<file path="src/design/dcm_pkg.sv">
package dcm_pkg;
  localparam int ClkMhz = 200;
  localparam int WatchdogTimeoutMs = 310;
  localparam int WatchdogTimeoutCyc = WatchdogTimeoutMs * ClkMhz * 1000;
  localparam int InputIdleMs = 250;
  localparam int InputIdleCyc = InputIdleMs * ClkMhz * 1000;
  localparam int WakeSettleUs = 50;
  localparam int WakeSettleCyc = WakeSettleUs * ClkMhz;
  localparam int PwmMaxHz = 1000;
  localparam int PwmMinPeriodCyc = ClkMhz * 1000000 / PwmMaxHz;

  localparam logic [7:0] AddrCtrl0 = 8'h00;
  localparam logic [7:0] AddrCtrl1 = 8'h04;
  localparam logic [7:0] AddrGlobalConfig = 8'h08;
  localparam logic [7:0] AddrWatchdogKick = 8'h0c;
  localparam logic [7:0] AddrStatus = 8'h10;

  localparam int CtrlDutyLsb = 0;
  localparam int CtrlOnBit = 8;
  localparam int CtrlPwmEnBit = 9;
  localparam int CtrlIntClkBit = 10;
  localparam int CtrlDirDisBit = 11;
  localparam int CtrlSlewLsb = 12;
  localparam int CtrlDelayLsb = 14;
  localparam int CtrlDivLsb = 16;
  localparam logic [31:0] CtrlReset = 32'h0000_0000;

  localparam int GcfgVddFailEnBit = 0;
  localparam int GcfgSupplyHighQualBit = 1;
  localparam int GcfgWatchdogDisBit = 4;
  localparam int GcfgPowerOnBit = 5;
  localparam int GcfgParallelBit = 6;
  localparam logic [31:0] GcfgReset = 32'h0000_0000;
  localparam logic [31:0] GcfgKeepMask = 32'h0000_0060;

  localparam int StatModeLsb = 0;
  localparam int StatNormalBit = 2;
  localparam int StatReadyBit = 3;
  localparam int StatActiveLsb = 4;
  localparam int StatHsonLsb = 6;

  typedef enum logic [1:0] {
    ModeSleep = 2'b00,
    ModeNormal = 2'b01,
    ModeFailsafe = 2'b11,
    ModeFault = 2'b10
  } dcm_mode_t;
endpackage

</file>
<file path="src/design/dcm_mode_controller.sv">
// Added by the designer: register access over APB and the register offsets.
`timescale 1ns/1ps
// Functional notes
// - mode is Sleep, Normal, Fail-safe or Fault from wake, fail-safe and fault terms
// - wake is release line high or either channel's input-activity signal
// - fail-safe on enabled supply failure or watchdog timeout when not disabled
// - fault ORs channel faults, low supply, and qualified supply-high fault
// - Sleep keeps both channels off
// - Fault forces the channels off
// - Fail-safe drives each channel from its direct input only
// - wake resets registers, enters Normal; full function about 50 us later
// - rising edge on release line or a direct input enters Normal
// - input idle longer than 250 ms drops that channel's activity signal
// - both activity signals low and release line low gives Sleep
// - drive is input gated by disable, or on AND duty when PWM on, or on
// - duty term comes from the eight low bits of the pulse-width register
// - direct input mode uses default delay and slew code 00
// - internal clock mode: per-channel frequency, slew, duty, delay programmable
// - external clock mode takes frequency from the clock pin
// - release line low or Fail-safe: channels driven from direct inputs only
// - global config bit 4 disables watchdog; timeout then ignored
// - normal state flag reads 1 while in Normal
// - PWM supports up to 1.0 kHz from internal or external clock
// - Fail-safe entry drives indicator low; entry from Normal also clears faults, resets registers except global config bits 5 and 6
module dcm_mode_controller #(
  parameter int WatchdogCyc = dcm_pkg::WatchdogTimeoutCyc,
  parameter int InputIdleCyc = dcm_pkg::InputIdleCyc,
  parameter int WakeSettleCyc = dcm_pkg::WakeSettleCyc
) (
  input wire logic core_clk,
  input wire logic sys_rst,
  input wire logic psel,
  input wire logic penable,
  input wire logic pwrite,
  input wire logic [7:0] paddr,
  input wire logic [31:0] pwdata,
  output logic [31:0] prdata,
  output logic pready,
  output logic pslverr,
  input wire logic wake_release_n_line,
  input wire logic [1:0] directIn,
  input wire logic extPwmClk,
  input wire logic vddFail,
  input wire logic [1:0] excess_current_fault,
  input wire logic [1:0] thermal_fault,
  input wire logic [1:0] severe_short_fault,
  input wire logic low_supply_fault,
  input wire logic supply_high_fault,
  output logic [1:0] hsOn,
  output logic [1:0] slewCode,
  output logic [3:0] turnOnDelay,
  output logic failsafe_indicator_n,
  output logic fault_indicator_n,
  output logic faultDelatch,
  output logic [1:0] opMode
);
  typedef dcm_pkg::dcm_mode_t dcm_mode_t;
  typedef struct packed {
    logic [1:0] relSync1;
    logic [1:0] relSync2;
    logic [1:0] relPrev;
    logic [1:0] in1;
    logic [1:0] in2;
    logic [1:0] inPrev;
    logic [1:0] ext1;
    logic [1:0] ext2;
    logic extPrev;
    logic [1:0] active;
    logic [1:0][31:0] idleCnt;
    logic [31:0] wdCnt;
    logic wdRun;
    logic wdExpired;
    logic wdLastBit;
    logic wdSeenOne;
    logic [31:0] settleCnt;
    logic ready;
    dcm_mode_t mode;
    logic [1:0][31:0] ctrl;
    logic [31:0] gcfg;
    logic [1:0][7:0] pwmPhase;
    logic [1:0][15:0] divCnt;
    logic [1:0] hs;
    logic delatch;
    logic [31:0] rdata;
  } dcm_state_t;

  dcm_state_t st_q;
  dcm_state_t st_d;

  function automatic dcm_mode_t pickMode(input logic wake, input logic fs, input logic flt);
    if (!wake) begin
      pickMode = dcm_pkg::ModeSleep;
    end else if (flt) begin
      pickMode = dcm_pkg::ModeFault;
    end else if (fs) begin
      pickMode = dcm_pkg::ModeFailsafe;
    end else begin
      pickMode = dcm_pkg::ModeNormal;
    end
  endfunction

  logic wakeTerm;
  logic failTerm;
  logic faultTerm;
  logic relHigh;
  logic relRise;
  logic [1:0] inRise;
  logic extRise;
  logic apbWrite;
  logic apbRead;
  logic wakeEvent;

  always_comb begin
    relHigh = st_q.relSync2[1];
    relRise = relHigh && !st_q.relPrev[1];
    inRise = st_q.in2 & ~st_q.inPrev;
    extRise = st_q.ext2[1] && !st_q.extPrev;
    wakeTerm = relHigh || (|st_q.active);
    failTerm = (vddFail && st_q.gcfg[dcm_pkg::GcfgVddFailEnBit])
      || (st_q.wdExpired && !st_q.gcfg[dcm_pkg::GcfgWatchdogDisBit]);
    faultTerm = (|excess_current_fault) || (|thermal_fault) || (|severe_short_fault)
      || low_supply_fault
      || (supply_high_fault && st_q.gcfg[dcm_pkg::GcfgSupplyHighQualBit]);
    apbWrite = psel && penable && pwrite;
    apbRead = psel && !penable && !pwrite;
    wakeEvent = (st_q.mode == dcm_pkg::ModeSleep) && (relRise || (|inRise));
  end

  always_comb begin
    logic regsOpen;
    logic [1:0] spiOn;
    logic [1:0] nextHs;
    dcm_mode_t nextMode;
    regsOpen = 1'b0;
    spiOn = 2'b00;
    nextHs = 2'b00;
    nextMode = dcm_pkg::ModeSleep;
    st_d = st_q;
    st_d.relSync1 = {1'b0, wake_release_n_line};
    st_d.relSync2 = {st_q.relSync1[0], 1'b0};
    st_d.relPrev = st_q.relSync2;
    st_d.in1 = directIn;
    st_d.in2 = st_q.in1;
    st_d.inPrev = st_q.in2;
    st_d.ext1 = {1'b0, extPwmClk};
    st_d.ext2 = {st_q.ext1[0], 1'b0};
    st_d.extPrev = st_q.ext2[1];

    // activity counts from the last high level, so a held input never times out
    for (int c = 0; c < 2; c++) begin
      if (st_q.in2[c]) begin
        st_d.idleCnt[c] = '0;
        st_d.active[c] = 1'b1;
      end else if (st_q.idleCnt[c] >= 32'(InputIdleCyc)) begin
        st_d.active[c] = 1'b0;
      end else begin
        st_d.idleCnt[c] = st_q.idleCnt[c] + 32'd1;
      end
    end

    nextMode = pickMode(wakeTerm, failTerm, faultTerm);
    if (wakeEvent) begin
      nextMode = dcm_pkg::ModeNormal;
    end
    st_d.mode = nextMode;

    st_d.delatch = 1'b0;
    if (wakeEvent) begin
      st_d.ctrl = {dcm_pkg::CtrlReset, dcm_pkg::CtrlReset};
      st_d.gcfg = dcm_pkg::GcfgReset;
      st_d.settleCnt = '0;
      st_d.ready = 1'b0;
      st_d.wdCnt = '0;
      st_d.wdExpired = 1'b0;
      st_d.wdRun = relRise;
      st_d.wdSeenOne = 1'b0;
    end else if (st_q.mode != dcm_pkg::ModeSleep && !st_q.ready) begin
      if (st_q.settleCnt >= 32'(WakeSettleCyc - 1)) begin
        st_d.ready = 1'b1;
      end else begin
        st_d.settleCnt = st_q.settleCnt + 32'd1;
      end
    end
    if (nextMode == dcm_pkg::ModeFailsafe && st_q.mode == dcm_pkg::ModeNormal) begin
      st_d.ctrl = {dcm_pkg::CtrlReset, dcm_pkg::CtrlReset};
      st_d.gcfg = (st_q.gcfg & dcm_pkg::GcfgKeepMask) | dcm_pkg::GcfgReset;
      st_d.delatch = 1'b1;
      st_d.wdSeenOne = 1'b0;
    end
    if (nextMode == dcm_pkg::ModeSleep) begin
      st_d.ctrl = {dcm_pkg::CtrlReset, dcm_pkg::CtrlReset};
      st_d.gcfg = dcm_pkg::GcfgReset;
      st_d.wdRun = 1'b0;
      st_d.wdExpired = 1'b0;
      st_d.ready = 1'b0;
    end
    // a release edge after an input-only wake still arms the watchdog
    if (relRise && !wakeEvent) begin
      st_d.wdRun = 1'b1;
      st_d.wdCnt = '0;
    end

    // watchdog: only writes to the kick address count; before expiry only a changed bit restarts
    if (st_q.wdRun && !wakeEvent) begin
      if (apbWrite && paddr == dcm_pkg::AddrWatchdogKick) begin
        if (st_q.wdExpired) begin
          if (st_q.wdSeenOne) begin
            st_d.wdExpired = 1'b0;
            st_d.wdCnt = '0;
          end else if (pwdata[0]) begin
            st_d.wdSeenOne = 1'b1;
            st_d.wdCnt = '0;
          end
        end else if (pwdata[0] != st_q.wdLastBit) begin
          st_d.wdCnt = '0;
        end
        st_d.wdLastBit = pwdata[0];
      end else if (st_q.wdCnt >= 32'(WatchdogCyc - 1)) begin
        st_d.wdExpired = 1'b1;
        st_d.wdSeenOne = 1'b0;
        st_d.wdCnt = '0;
      end else begin
        st_d.wdCnt = st_q.wdCnt + 32'd1;
      end
    end

    regsOpen = (st_q.mode == dcm_pkg::ModeNormal) && relHigh;
    if (apbWrite && regsOpen && !wakeEvent) begin
      unique case (paddr)
        dcm_pkg::AddrCtrl0: st_d.ctrl[0] = pwdata;
        dcm_pkg::AddrCtrl1: st_d.ctrl[1] = pwdata;
        dcm_pkg::AddrGlobalConfig: st_d.gcfg = pwdata;
        default: ;
      endcase
    end

    for (int c = 0; c < 2; c++) begin
      logic tick;
      logic [15:0] div;
      tick = 1'b0;
      div = st_q.ctrl[c][dcm_pkg::CtrlDivLsb +: 16];
      // one pwm period is 256 ticks; divider sets the internal frequency
      if (st_q.ctrl[c][dcm_pkg::CtrlIntClkBit]) begin
        if (st_q.divCnt[c] >= div) begin
          st_d.divCnt[c] = '0;
          tick = 1'b1;
        end else begin
          st_d.divCnt[c] = st_q.divCnt[c] + 16'd1;
        end
      end else begin
        st_d.divCnt[c] = '0;
        tick = extRise;
      end
      if (tick) begin
        st_d.pwmPhase[c] = st_q.pwmPhase[c] + 8'd1;
      end
      if (st_q.ctrl[c][dcm_pkg::CtrlPwmEnBit]) begin
        spiOn[c] = st_q.ctrl[c][dcm_pkg::CtrlOnBit]
          && (st_q.pwmPhase[c] < st_q.ctrl[c][dcm_pkg::CtrlDutyLsb +: 8]);
      end else begin
        spiOn[c] = st_q.ctrl[c][dcm_pkg::CtrlOnBit];
      end
      unique case (st_q.mode)
        dcm_pkg::ModeNormal: begin
          if (!relHigh) begin
            nextHs[c] = st_q.in2[c];
          end else begin
            nextHs[c] = (st_q.in2[c] && !st_q.ctrl[c][dcm_pkg::CtrlDirDisBit])
              || spiOn[c];
          end
        end
        dcm_pkg::ModeFailsafe: nextHs[c] = st_q.in2[c];
        dcm_pkg::ModeFault: nextHs[c] = 1'b0;
        dcm_pkg::ModeSleep: nextHs[c] = 1'b0;
      endcase
    end
    st_d.hs = nextHs;

    st_d.rdata = '0;
    if (apbRead) begin
      unique case (paddr)
        dcm_pkg::AddrCtrl0: st_d.rdata = st_q.ctrl[0];
        dcm_pkg::AddrCtrl1: st_d.rdata = st_q.ctrl[1];
        dcm_pkg::AddrGlobalConfig: st_d.rdata = st_q.gcfg;
        dcm_pkg::AddrStatus: begin
          st_d.rdata[dcm_pkg::StatModeLsb +: 2] = st_q.mode;
          st_d.rdata[dcm_pkg::StatNormalBit] = (st_q.mode == dcm_pkg::ModeNormal);
          st_d.rdata[dcm_pkg::StatReadyBit] = st_q.ready;
          st_d.rdata[dcm_pkg::StatActiveLsb +: 2] = st_q.active;
          st_d.rdata[dcm_pkg::StatHsonLsb +: 2] = st_q.hs;
        end
        default: st_d.rdata = '0;
      endcase
    end
  end

  always_ff @(posedge core_clk) begin
    if (sys_rst) begin
      st_q <= '0;
    end else begin
      st_q <= st_d;
    end
  end

  logic addrOk;
  always_comb begin
    addrOk = (paddr == dcm_pkg::AddrCtrl0) || (paddr == dcm_pkg::AddrCtrl1)
      || (paddr == dcm_pkg::AddrGlobalConfig) || (paddr == dcm_pkg::AddrWatchdogKick)
      || (paddr == dcm_pkg::AddrStatus);
    pready = psel && penable;
    pslverr = psel && penable && !addrOk;
    prdata = st_q.rdata;
    hsOn = st_q.hs;
    opMode = st_q.mode;
    faultDelatch = st_q.delatch;
    failsafe_indicator_n = (st_q.mode != dcm_pkg::ModeFailsafe);
    fault_indicator_n = (st_q.mode != dcm_pkg::ModeFault);
    // direct-input drive uses the default timing code
    for (int c = 0; c < 2; c++) begin
      if (st_q.mode == dcm_pkg::ModeNormal && relHigh) begin
        slewCode[c] = st_q.ctrl[c][dcm_pkg::CtrlSlewLsb];
        turnOnDelay[2*c +: 2] = st_q.ctrl[c][dcm_pkg::CtrlDelayLsb +: 2];
      end else begin
        slewCode[c] = 1'b0;
        turnOnDelay[2*c +: 2] = 2'b00;
      end
    end
  end
endmodule

</file>
<file path="config.mk">
export PLATFORM = sky130hd
export DESIGN_NAME = dcm_mode_controller
export DESIGN_NICKNAME = d
export VERILOG_FILES = /design/src/design/dcm_pkg.sv /design/src/design/dcm_mode_controller.sv
export SDC_FILE = /design/constraint.sdc
export NUM_CORES = 1
export LEC_CHECK = 0
export BUFFER_PORTS_ARGS = -buffer_cell sky130_fd_sc_hd__buf_2
export CORE_MARGIN = 4
export CORE_UTILIZATION = 51
export CTS_CLUSTER_SIZE = 25
export DETAILED_ROUTE_END_ITERATION = 12
export PLACE_DENSITY_LB_ADDON = 0.08
export SLEW_MARGIN = 20
export SYNTH_ARGS = -nofsm -noshare
export SYNTH_HDL_FRONTEND = slang
export SYNTH_SLANG_ARGS = --single-unit
export TNS_END_PERCENT = 10
</file>
<file path="constraint.sdc">
create_clock -name core_clk -period 3.28 [get_ports core_clk]
set_input_delay 0.164 -clock core_clk [delete_from_list [all_inputs] [get_ports core_clk]]
set_output_delay 0.164 -clock core_clk [all_outputs]
set_load 0.01 [all_outputs]
</file>
==> flow_metrics.py, run 1 <==
metrics = {
    "outcome": {
        "status": "finished, final reports clean",
    },
    "pwr": {
        "power_per_cell_area_mw_per_mm2": 505,
        "vdd_drop_max_v": 0.000369,
        "p_leak_nw": 6.42,
    },
    "worst_setup_path": {
        "r2r_slack_ns": 0.58,
        "crit_fanout": 8,
        "setup.worst_path.end_class": "flip-flop",
        "cp-start-kind": "flip-flop",
        "criticalPathCategory": "flip-flop to flip-flop",
        "critical_path_required_ns": 3.67,
        "worst-path-buf-inv": 1,
        "critPathSlowestCell": "or4_1",
        "cpLargestDelayFamily": "simple AND/OR/NAND/NOR gates",
        "r2r_cells": 7,
        "r2r-start": "st_q[233]$_SDFF_PP0_",
        "r2r_end": "st_q[242]$_SDFF_PP0_",
        "crit_arrival_ns": 3.08,
        "slowest_delay_ns": 0.56,
        "path_cells": "or4_1, a2111oi_0, nor3_1, buf_4, nor4_2, nand2_1, o311ai_0",
    },
    "global_route": {
        "antenna_found_initial": 0,
        "grt_start_max_net_pins": 70,
        "grt_pass1_vias": 11900,
        "grt_pass1_wl_mm": 60.5,
        "grt_usage_pct": 22.9,
        "grt_overflow": 0,
    },
    "clock_tree": {
        "clk_latency_ns": 0.52,
        "hold_buffers": 35,
        "clock_path_buffers": 3,
        "cts.reportedPaths.clkPinSlew_ns": 0.06,
        "h-tree-depth": 2,
        "post_cts_buffers": 0,
        "clockRootBuffer": "clkbuf_16",
        "cts_tree": "yes",
        "cts_sinks": 328,
        "cts.repair.resized": 0,
        "numCtsBuffers": 36,
    },
    "routing": {
        "drt-total-wl_mm": 36.6,
        "routed_via_density": 5.53,
        "drc_errors": 0,
        "vias": 12400,
        "first_pass_iters": 5,
        "drt_iter0_drc": 816,
        "drtAntennaViolNets": 0,
        "wl_per_cell_um": 16.4,
    },
    "place": {
        "hpwl_mm": 24.8,
        "portBuffers": 104,
        "place.gp.congestion": 0.819,
        "place_ws_ns": 0.581,
        "placed_area_mm2": 0.0156,
    },
    "timing": {
        "hold_viol_final": 0,
        "fin_ws_ns": 0.582,
        "setup-violations-final": 0,
        "period_share_pct": 82.3,
        "drv_slew": 0,
        "rsz0062_at_grt": "false",
        "slew_headroom_pct": 45.2,
        "hold_ws_ns": 0.0382,
        "fin_skew_ns": 0.0155,
        "tightestPinTransition_ns": 0.822,
        "final.min_clock_period_ns": 2.70,
        "max_freq_ghz": 0.371,
        "final.setup.tns_ns": 0,
    },
    "die": {
        "core_area_mm2": 0.0288,
        "io_pins": 105,
        "fp.dieH_um": 179,
        "rows": 62,
        "dieArea_mm2": 0.0320,
        "start_util_pct": 51.8,
        "die_x_um": 179,
    },
    "cells_and_area": {
        "fill_cells": 2606,
        "drive_above_1_share_pct": 12.3,
        "syn_to_final_growth_pct": 15.5,
        "fin_area_mm2": 0.0172,
        "antenna_cells": 0,
        "finalNetCount": 1939,
    },
    "hold_path": {
        "min_path_cells": 3,
        "hold_end": "st_q[215]$_SDFFE_PP0P_",
        "hold_path.startpoint": "pwdata[0]",
        "min_path_type": "primary input to flip-flop",
    },
    "synth": {
        "synthDistinctLibCells": 66,
        "synth_seq_cells": 328,
        "synth_area_mm2": 0.0149,
        "synth.net_count": 1852,
        "async_reset_ff_share_pct": 0,
        "synth_top_area_share_pct": 44.1,
        "synth_edf_count": 0,
        "synth_ff_type": "dfxtp_1",
        "netlist_top_cells_area": "dfxtp_1 44%, nor2_1 7.4%, a22oi_1 5.3%, ha_1 4.7%, xnor2_1 3.2%",
        "ys_seq_area_share_pct": 44.1,
        "yosysTopAreaCell": "dfxtp_1",
        "netlist_instances": 1738,
        "yosysWarnings": 0,
        "postSynthAreaPerCell_um2": 8.58,
    },
    "job": {
        "maxCapViolCount": 0,
    },
}
## through the flow
stage,total power [W],util [%],cells
2_1_floorplan,0.00432,-,1738
3_3_place_gp,0.00447,54.2,2136
3_5_place_dp,0.00447,54.2,2136
4_1_cts,0.00876,59.8,2236
5_1_grt,0.00896,59.8,2236
6_report,0.00869,59.8,2236
## cells in the mapped netlist (7+ instances only)
cell / number
ha_1: 56
xor2_1: 26
nor4b_1: 8
nor2b_1: 25
inv_1: 68
or3_1: 12
nor2_1: 292
mux2_2: 7
xnor2_1: 55
a22oi_1: 106
nand2_1: 110
nor3_1: 37
a21o_1: 12
and2_1: 27
nor3b_1: 7
a211oi_1: 13
nand3_1: 63
mux2i_1: 35
dfxtp_1: 328
nor4_1: 34
buf_1: 8
o21ai_0: 42
nand4_1: 28
o21a_1: 7
clkbuf_1: 72
and3_1: 42
nand2b_1: 17
buf_4: 36
or4_1: 8
a21oi_1: 79
## worst min-delay path, delay by kind of cell
kind / cells / cell delay (ns)
buf+inv: 1 / 0.18
mux: 1 / 0.10
simple gates: 1 / 0.07
## cells by family (layout without fill, tap and decap cells)
logic type	after synthesis	after routing	share of synthesized area (%)
buf+inv	189	303	5.71
flops	328	328	44.1
fa+ha+maj	56	56	4.70
xor+xnor	81	81	4.76
mux	42	42	2.88
simple gates	744	744	24.7
compound gates	298	298	13.2
## power breakdown
| group | internal (W) | total [W] | switching [W] |
|---|---|---|---|
| combinational | 0.000135 | 0.000397 | 0.000262 |
| sequential | 0.00400 | 0.00402 | 0.0000209 |
| clock | 0.00262 | 0.00427 | 0.00164 |
| total | 0.00676 | 0.00869 | 0.00193 |
## per-layer routing
layer | share of wire (%) | track usage, %
met4 | 2.2 | 6.43
met5 | 0 | 0
met1 | 48 | 32.3
met2 | 45 | 36.8
met3 | 4.7 | 3.18
## worst max path at each step
| stage | startpoint | to | depth (start not counted) |
|---|---|---|---|
| global route | st_q[233]$_SDFF_PP0_ | st_q[242]$_SDFF_PP0_ | 7 |
| finish | st_q[233]$_SDFF_PP0_ | st_q[242]$_SDFF_PP0_ | 7 |
| detailed placement | st_q[233]$_SDFF_PP0_ | st_q[242]$_SDFF_PP0_ | 7 |
| floorplan | st_q[254]$_SDFFE_PP0N_ | st_q[272]$_SDFFE_PP0N_ | 6 |
| CTS | st_q[233]$_SDFF_PP0_ | st_q[242]$_SDFF_PP0_ | 7 |
| global placement | st_q[233]$_SDFF_PP0_ | st_q[242]$_SDFF_PP0_ | 7 |
## layout make-up
type	count	area [µm²]	share of cell area, %
clock buffers	52	1080	6.30
clock inverters	13	186	1.08
inverters	68	255	1.48
multi-input cells	1221	7530	43.8
flip-flops and latches	328	6570	38.2
well taps	384	480	2.79
repair buffers	170	1110	6.43
## sequential cells by signal, summed over array words and instances (netlist names)
| signal | flops |
|---|---|
| faultDelatch | 1 |
| prdata | 32 |
| relHigh | 1 |
| hsOn | 2 |
| opMode | 2 |
| st_q | 283 |
| st_d | 7 |
## placed cells by master (no fill, tap or decap), drive strengths merged, types with 17 or more instances in the layout
cell type    netlist  routed
nand4             29      29
a21oi             79      79
nand2b            17      17
buf               49     135
clkbuf            72      52
nor2b             25      25
inv               68      68
nor2             292     292
xnor2             55      55
xor2              26      26
a22oi            106     106
dfxtp            328     328
and2              27      27
ha                56      56
nor3              39      39
o21ai             44      44
nor4              38      38
dlygate4sd3        0      35
nand3             63      63
mux2i             35      35
nand2            110     110
and3              42      42
No activity file was read; power rests on OpenSTA's default activity.
==> run 2, diff against run 1 <==
--- a/config.mk
+++ b/config.mk
@@ -5,6 +5,7 @@
 export SDC_FILE = /design/constraint.sdc
 export NUM_CORES = 1
 export LEC_CHECK = 0
+export ABC_AREA = 1
 export BUFFER_PORTS_ARGS = -buffer_cell sky130_fd_sc_hd__buf_2
 export CORE_MARGIN = 4
 export CORE_UTILIZATION = 51
==> constraint.sdc (replaced) <==
create_clock -name core_clk -period 2.5 [get_ports core_clk]
set_input_delay 0.125 -clock core_clk [delete_from_list [all_inputs] [get_ports core_clk]]
set_output_delay 0.125 -clock core_clk [all_outputs]
set_load 0.01 [all_outputs]
==> run 2 against run 1 <==
Flip-flop and latch count did not move. Global-route usage rose by 0.85 points. Hold slack improved by 0.023 ns. Largest cell class unchanged. Largest power group unchanged.
==> flow_metrics.py, run 2 <==
metrics = {
    "timing": {
        "fin_skew_ns": 0.0117,
        "rsz0062_at_grt": "false",
        "final.min_clock_period_ns": 2.14,
        "setup-violations-final": 0,
        "tightestPinTransition_ns": 1.00,
        "fin_ws_ns": 0.364,
        "max_freq_ghz": 0.468,
        "period_share_pct": 85.5,
        "hold_viol_final": 0,
        "final.setup.tns_ns": 0,
        "drv_slew": 0,
        "hold_ws_ns": 0.0613,
        "slew_headroom_pct": 33.1,
    },
    "synth": {
        "synth-simple-area-share_pct": 30.6,
        "synth_edf_count": 0,
        "synthDistinctLibCells": 46,
        "postSynthAreaPerCell_um2": 7.00,
        "synth_seq_cells": 328,
        "synth_compound_area_share_pct": 11.4,
        "synth_ff_type": "dfxtp_1",
        "synth_top_area_share_pct": 38.6,
        "synthAdderAreaFrac_pct": 4.12,
        "async_reset_ff_share_pct": 0,
        "netlist_top_cells_area": "dfxtp_1 39%, nand2_1 13%, a21oi_1 6.6%, inv_1 6.3%, nor2_1 5.1%",
        "synth_area_mm2": 0.0170,
        "yosysWarnings": 0,
        "synth_top_family_by_area": "simple AND/OR/NAND/NOR gates",
        "synth.net_count": 2545,
        "synth.area.mux_share_pct": 0,
        "yosysTopAreaCell": "dfxtp_1",
        "synth_xor_area_share_pct": 4.43,
        "ys_seq_area_share_pct": 38.6,
        "yosys-top-cells-count": "574 x nand2_1, 328 x dfxtp_1, 286 x inv_1, 229 x nor2_1, 224 x a21oi_1",
        "netlist_instances": 2431,
        "yosys.cell_count.top_type": "nand2_1",
    },
    "global_route": {
        "antenna_found_initial": 0,
        "grt_usage_pct": 23.7,
        "grt_pass1_wl_mm": 72.2,
        "grt_overflow": 0,
        "grt_pass1_vias": 14400,
        "grt_start_max_net_pins": 95,
    },
    "cells_and_area": {
        "fin_area_mm2": 0.0193,
        "fill_cells": 3145,
        "multi_input_area_mm2": 0.00862,
        "antenna_cells": 0,
        "final_cell_mix": "573 x nand2_1, 328 x dfxtp_1, 286 x inv_1, 228 x nor2_1, 224 x a21oi_1",
        "syn_to_final_growth_pct": 13.3,
        "final_common_cell": "nand2_1",
        "ff_latch_area_mm2": 0.00657,
        "regMostFlops": "st_q",
        "finalNetCount": 2632,
        "drive_above_1_share_pct": 10.7,
        "largest_reg_flops": 283,
    },
    "pwr": {
        "p_leak_nw": 7.57,
        "p_sw_share_pct": 22.5,
        "p_comb_share_pct": 4.8,
        "clkPwrFrac_pct": 47.7,
        "pwr-share-seq_pct": 47.6,
        "power_per_cell_area_mw_per_mm2": 576,
        "power.net_switching_w": 0.00250,
        "p_total_w": 0.0111,
        "vdd_drop_max_v": 0.000473,
        "internal_power_w": 0.00861,
    },
    "die": {
        "dieArea_mm2": 0.0363,
        "start_util_pct": 52.0,
        "die_x_um": 191,
        "fp.dieH_um": 191,
        "rows": 66,
        "io_pins": 105,
        "core_area_mm2": 0.0327,
    },
    "outcome": {
        "status": "finished, final reports clean",
    },
    "routing": {
        "drt_iter0_drc": 1204,
        "first_pass_iters": 5,
        "drtAntennaViolNets": 0,
        "drt-total-wl_mm": 43.8,
        "wl_per_cell_um": 14.7,
        "routed_via_density": 5.22,
        "vias": 15600,
        "drc_errors": 0,
    },
    "clock_tree": {
        "h-tree-depth": 2,
        "post_cts_buffers": 0,
        "clk_latency_ns": 0.52,
        "cts.reportedPaths.clkPinSlew_ns": 0.05,
        "cts_tree": "yes",
        "numCtsBuffers": 37,
        "clockRootBuffer": "clkbuf_16",
        "cts_sinks": 328,
        "clock_path_buffers": 3,
    },
    "worst_setup_path": {
        "cp-start-kind": "flip-flop",
        "crit_arrival_ns": 2.49,
        "critical_path_required_ns": 2.86,
        "criticalPathCategory": "flip-flop to flip-flop",
        "crit_fanout": 62,
        "setup.worst_path.end_class": "flip-flop",
    },
    "place": {
        "portBuffers": 104,
        "place.gp.congestion": 0.892,
        "placed_area_mm2": 0.0177,
        "place_ws_ns": 0.267,
        "hpwl_mm": 30.5,
    },
    "hold_path": {
        "min_path_type": "primary input to flip-flop",
    },
    "job": {
        "maxCapViolCount": 0,
    },
}
run 2: kinds of logic (layout without fill, tap and decap cells):
kind of cell	Yosys count	after routing
and+or+nand+nor	1186	1186
buffers and inverters	428	535
AOI/OAI and AO/OA	347	347
DFF	328	328
xor gates and xnor gates	86	86
adders and majority gates	56	56
run 2: worst max-delay path, stage by stage (launching register included):
cell and delay (ns):
dfxtp_1 0.41, inv_2 0.06, nor2_2 0.19, inv_2 0.06
nor2_2 0.14, nand2_2 0.13, nor2_2 0.20, inv_2 0.40
o21ai_0 0.33, a21oi_1 0.06
run 2: repair_timing:
action                                  CTS  global route
hold buffers                             43             0
endpoints found under the setup margin    0             1
hold endpoints to repair                104             0
resized for setup                         0             1
run 2: power by group through the flow:
| stage | combinational (W) | clock (W) | sequential [W] |
|---|---|---|---|
| 2_1_floorplan | 0.000289 | 0 | 0.00539 |
| 3_3_place_gp | 0.000470 | 0 | 0.00540 |
| 3_5_place_dp | 0.000472 | 0 | 0.00540 |
| 4_1_cts | 0.000527 | 0.00542 | 0.00528 |
| 5_1_grt | 0.000581 | 0.00563 | 0.00528 |
| 6_report | 0.000531 | 0.00529 | 0.00528 |
run 2: path summary, 6_finish.rpt:
kind / startpoint / endpoint / slack [ns] / cells past startpoint
min reg2reg: st_d[330]$_SDFF_PP0_ / relHigh$_SDFF_PP0_ / 0.40 / 2
min: low_supply_fault / opMode[1]$_SDFF_PP0_ / 0.06 / 5
max: opMode[0]$_SDFF_PP0_ / st_q[87]$_SDFF_PP0_ / 0.36 / 9
max reg2reg: opMode[0]$_SDFF_PP0_ / st_q[87]$_SDFF_PP0_ / 0.36 / 9
run 2: cell type report:
type | count | share of cell area [%]
Timing Repair Buffer | 182 | 6.57
Multi-Input combinational cell | 1675 | 44.7
Sequential cell | 328 | 34.1
Clock inverter | 6 | 0.428
Tap cell | 442 | 2.87
Clock buffer | 53 | 5.63
Inverter | 294 | 5.72
run 2: per-layer routing:
layer / vias up / global-route usage (%) / part of all wire (%)
met5: - / 0 / 0
met4: 0 / 7.13 / 2.6
met3: 67 / 3.84 / 6.0
met2: 404 / 37.5 / 44
met1: 7123 / 33.6 / 48
li1: 7965 / - / -
run 2: stage by stage:
stage               utilization [%]  std cells
finish                         58.9       2980
global route                   58.9       2980
CTS                            58.9       2980
detailed placement             54.1       2878
global placement               54.1       2878
floorplan                         -       2431
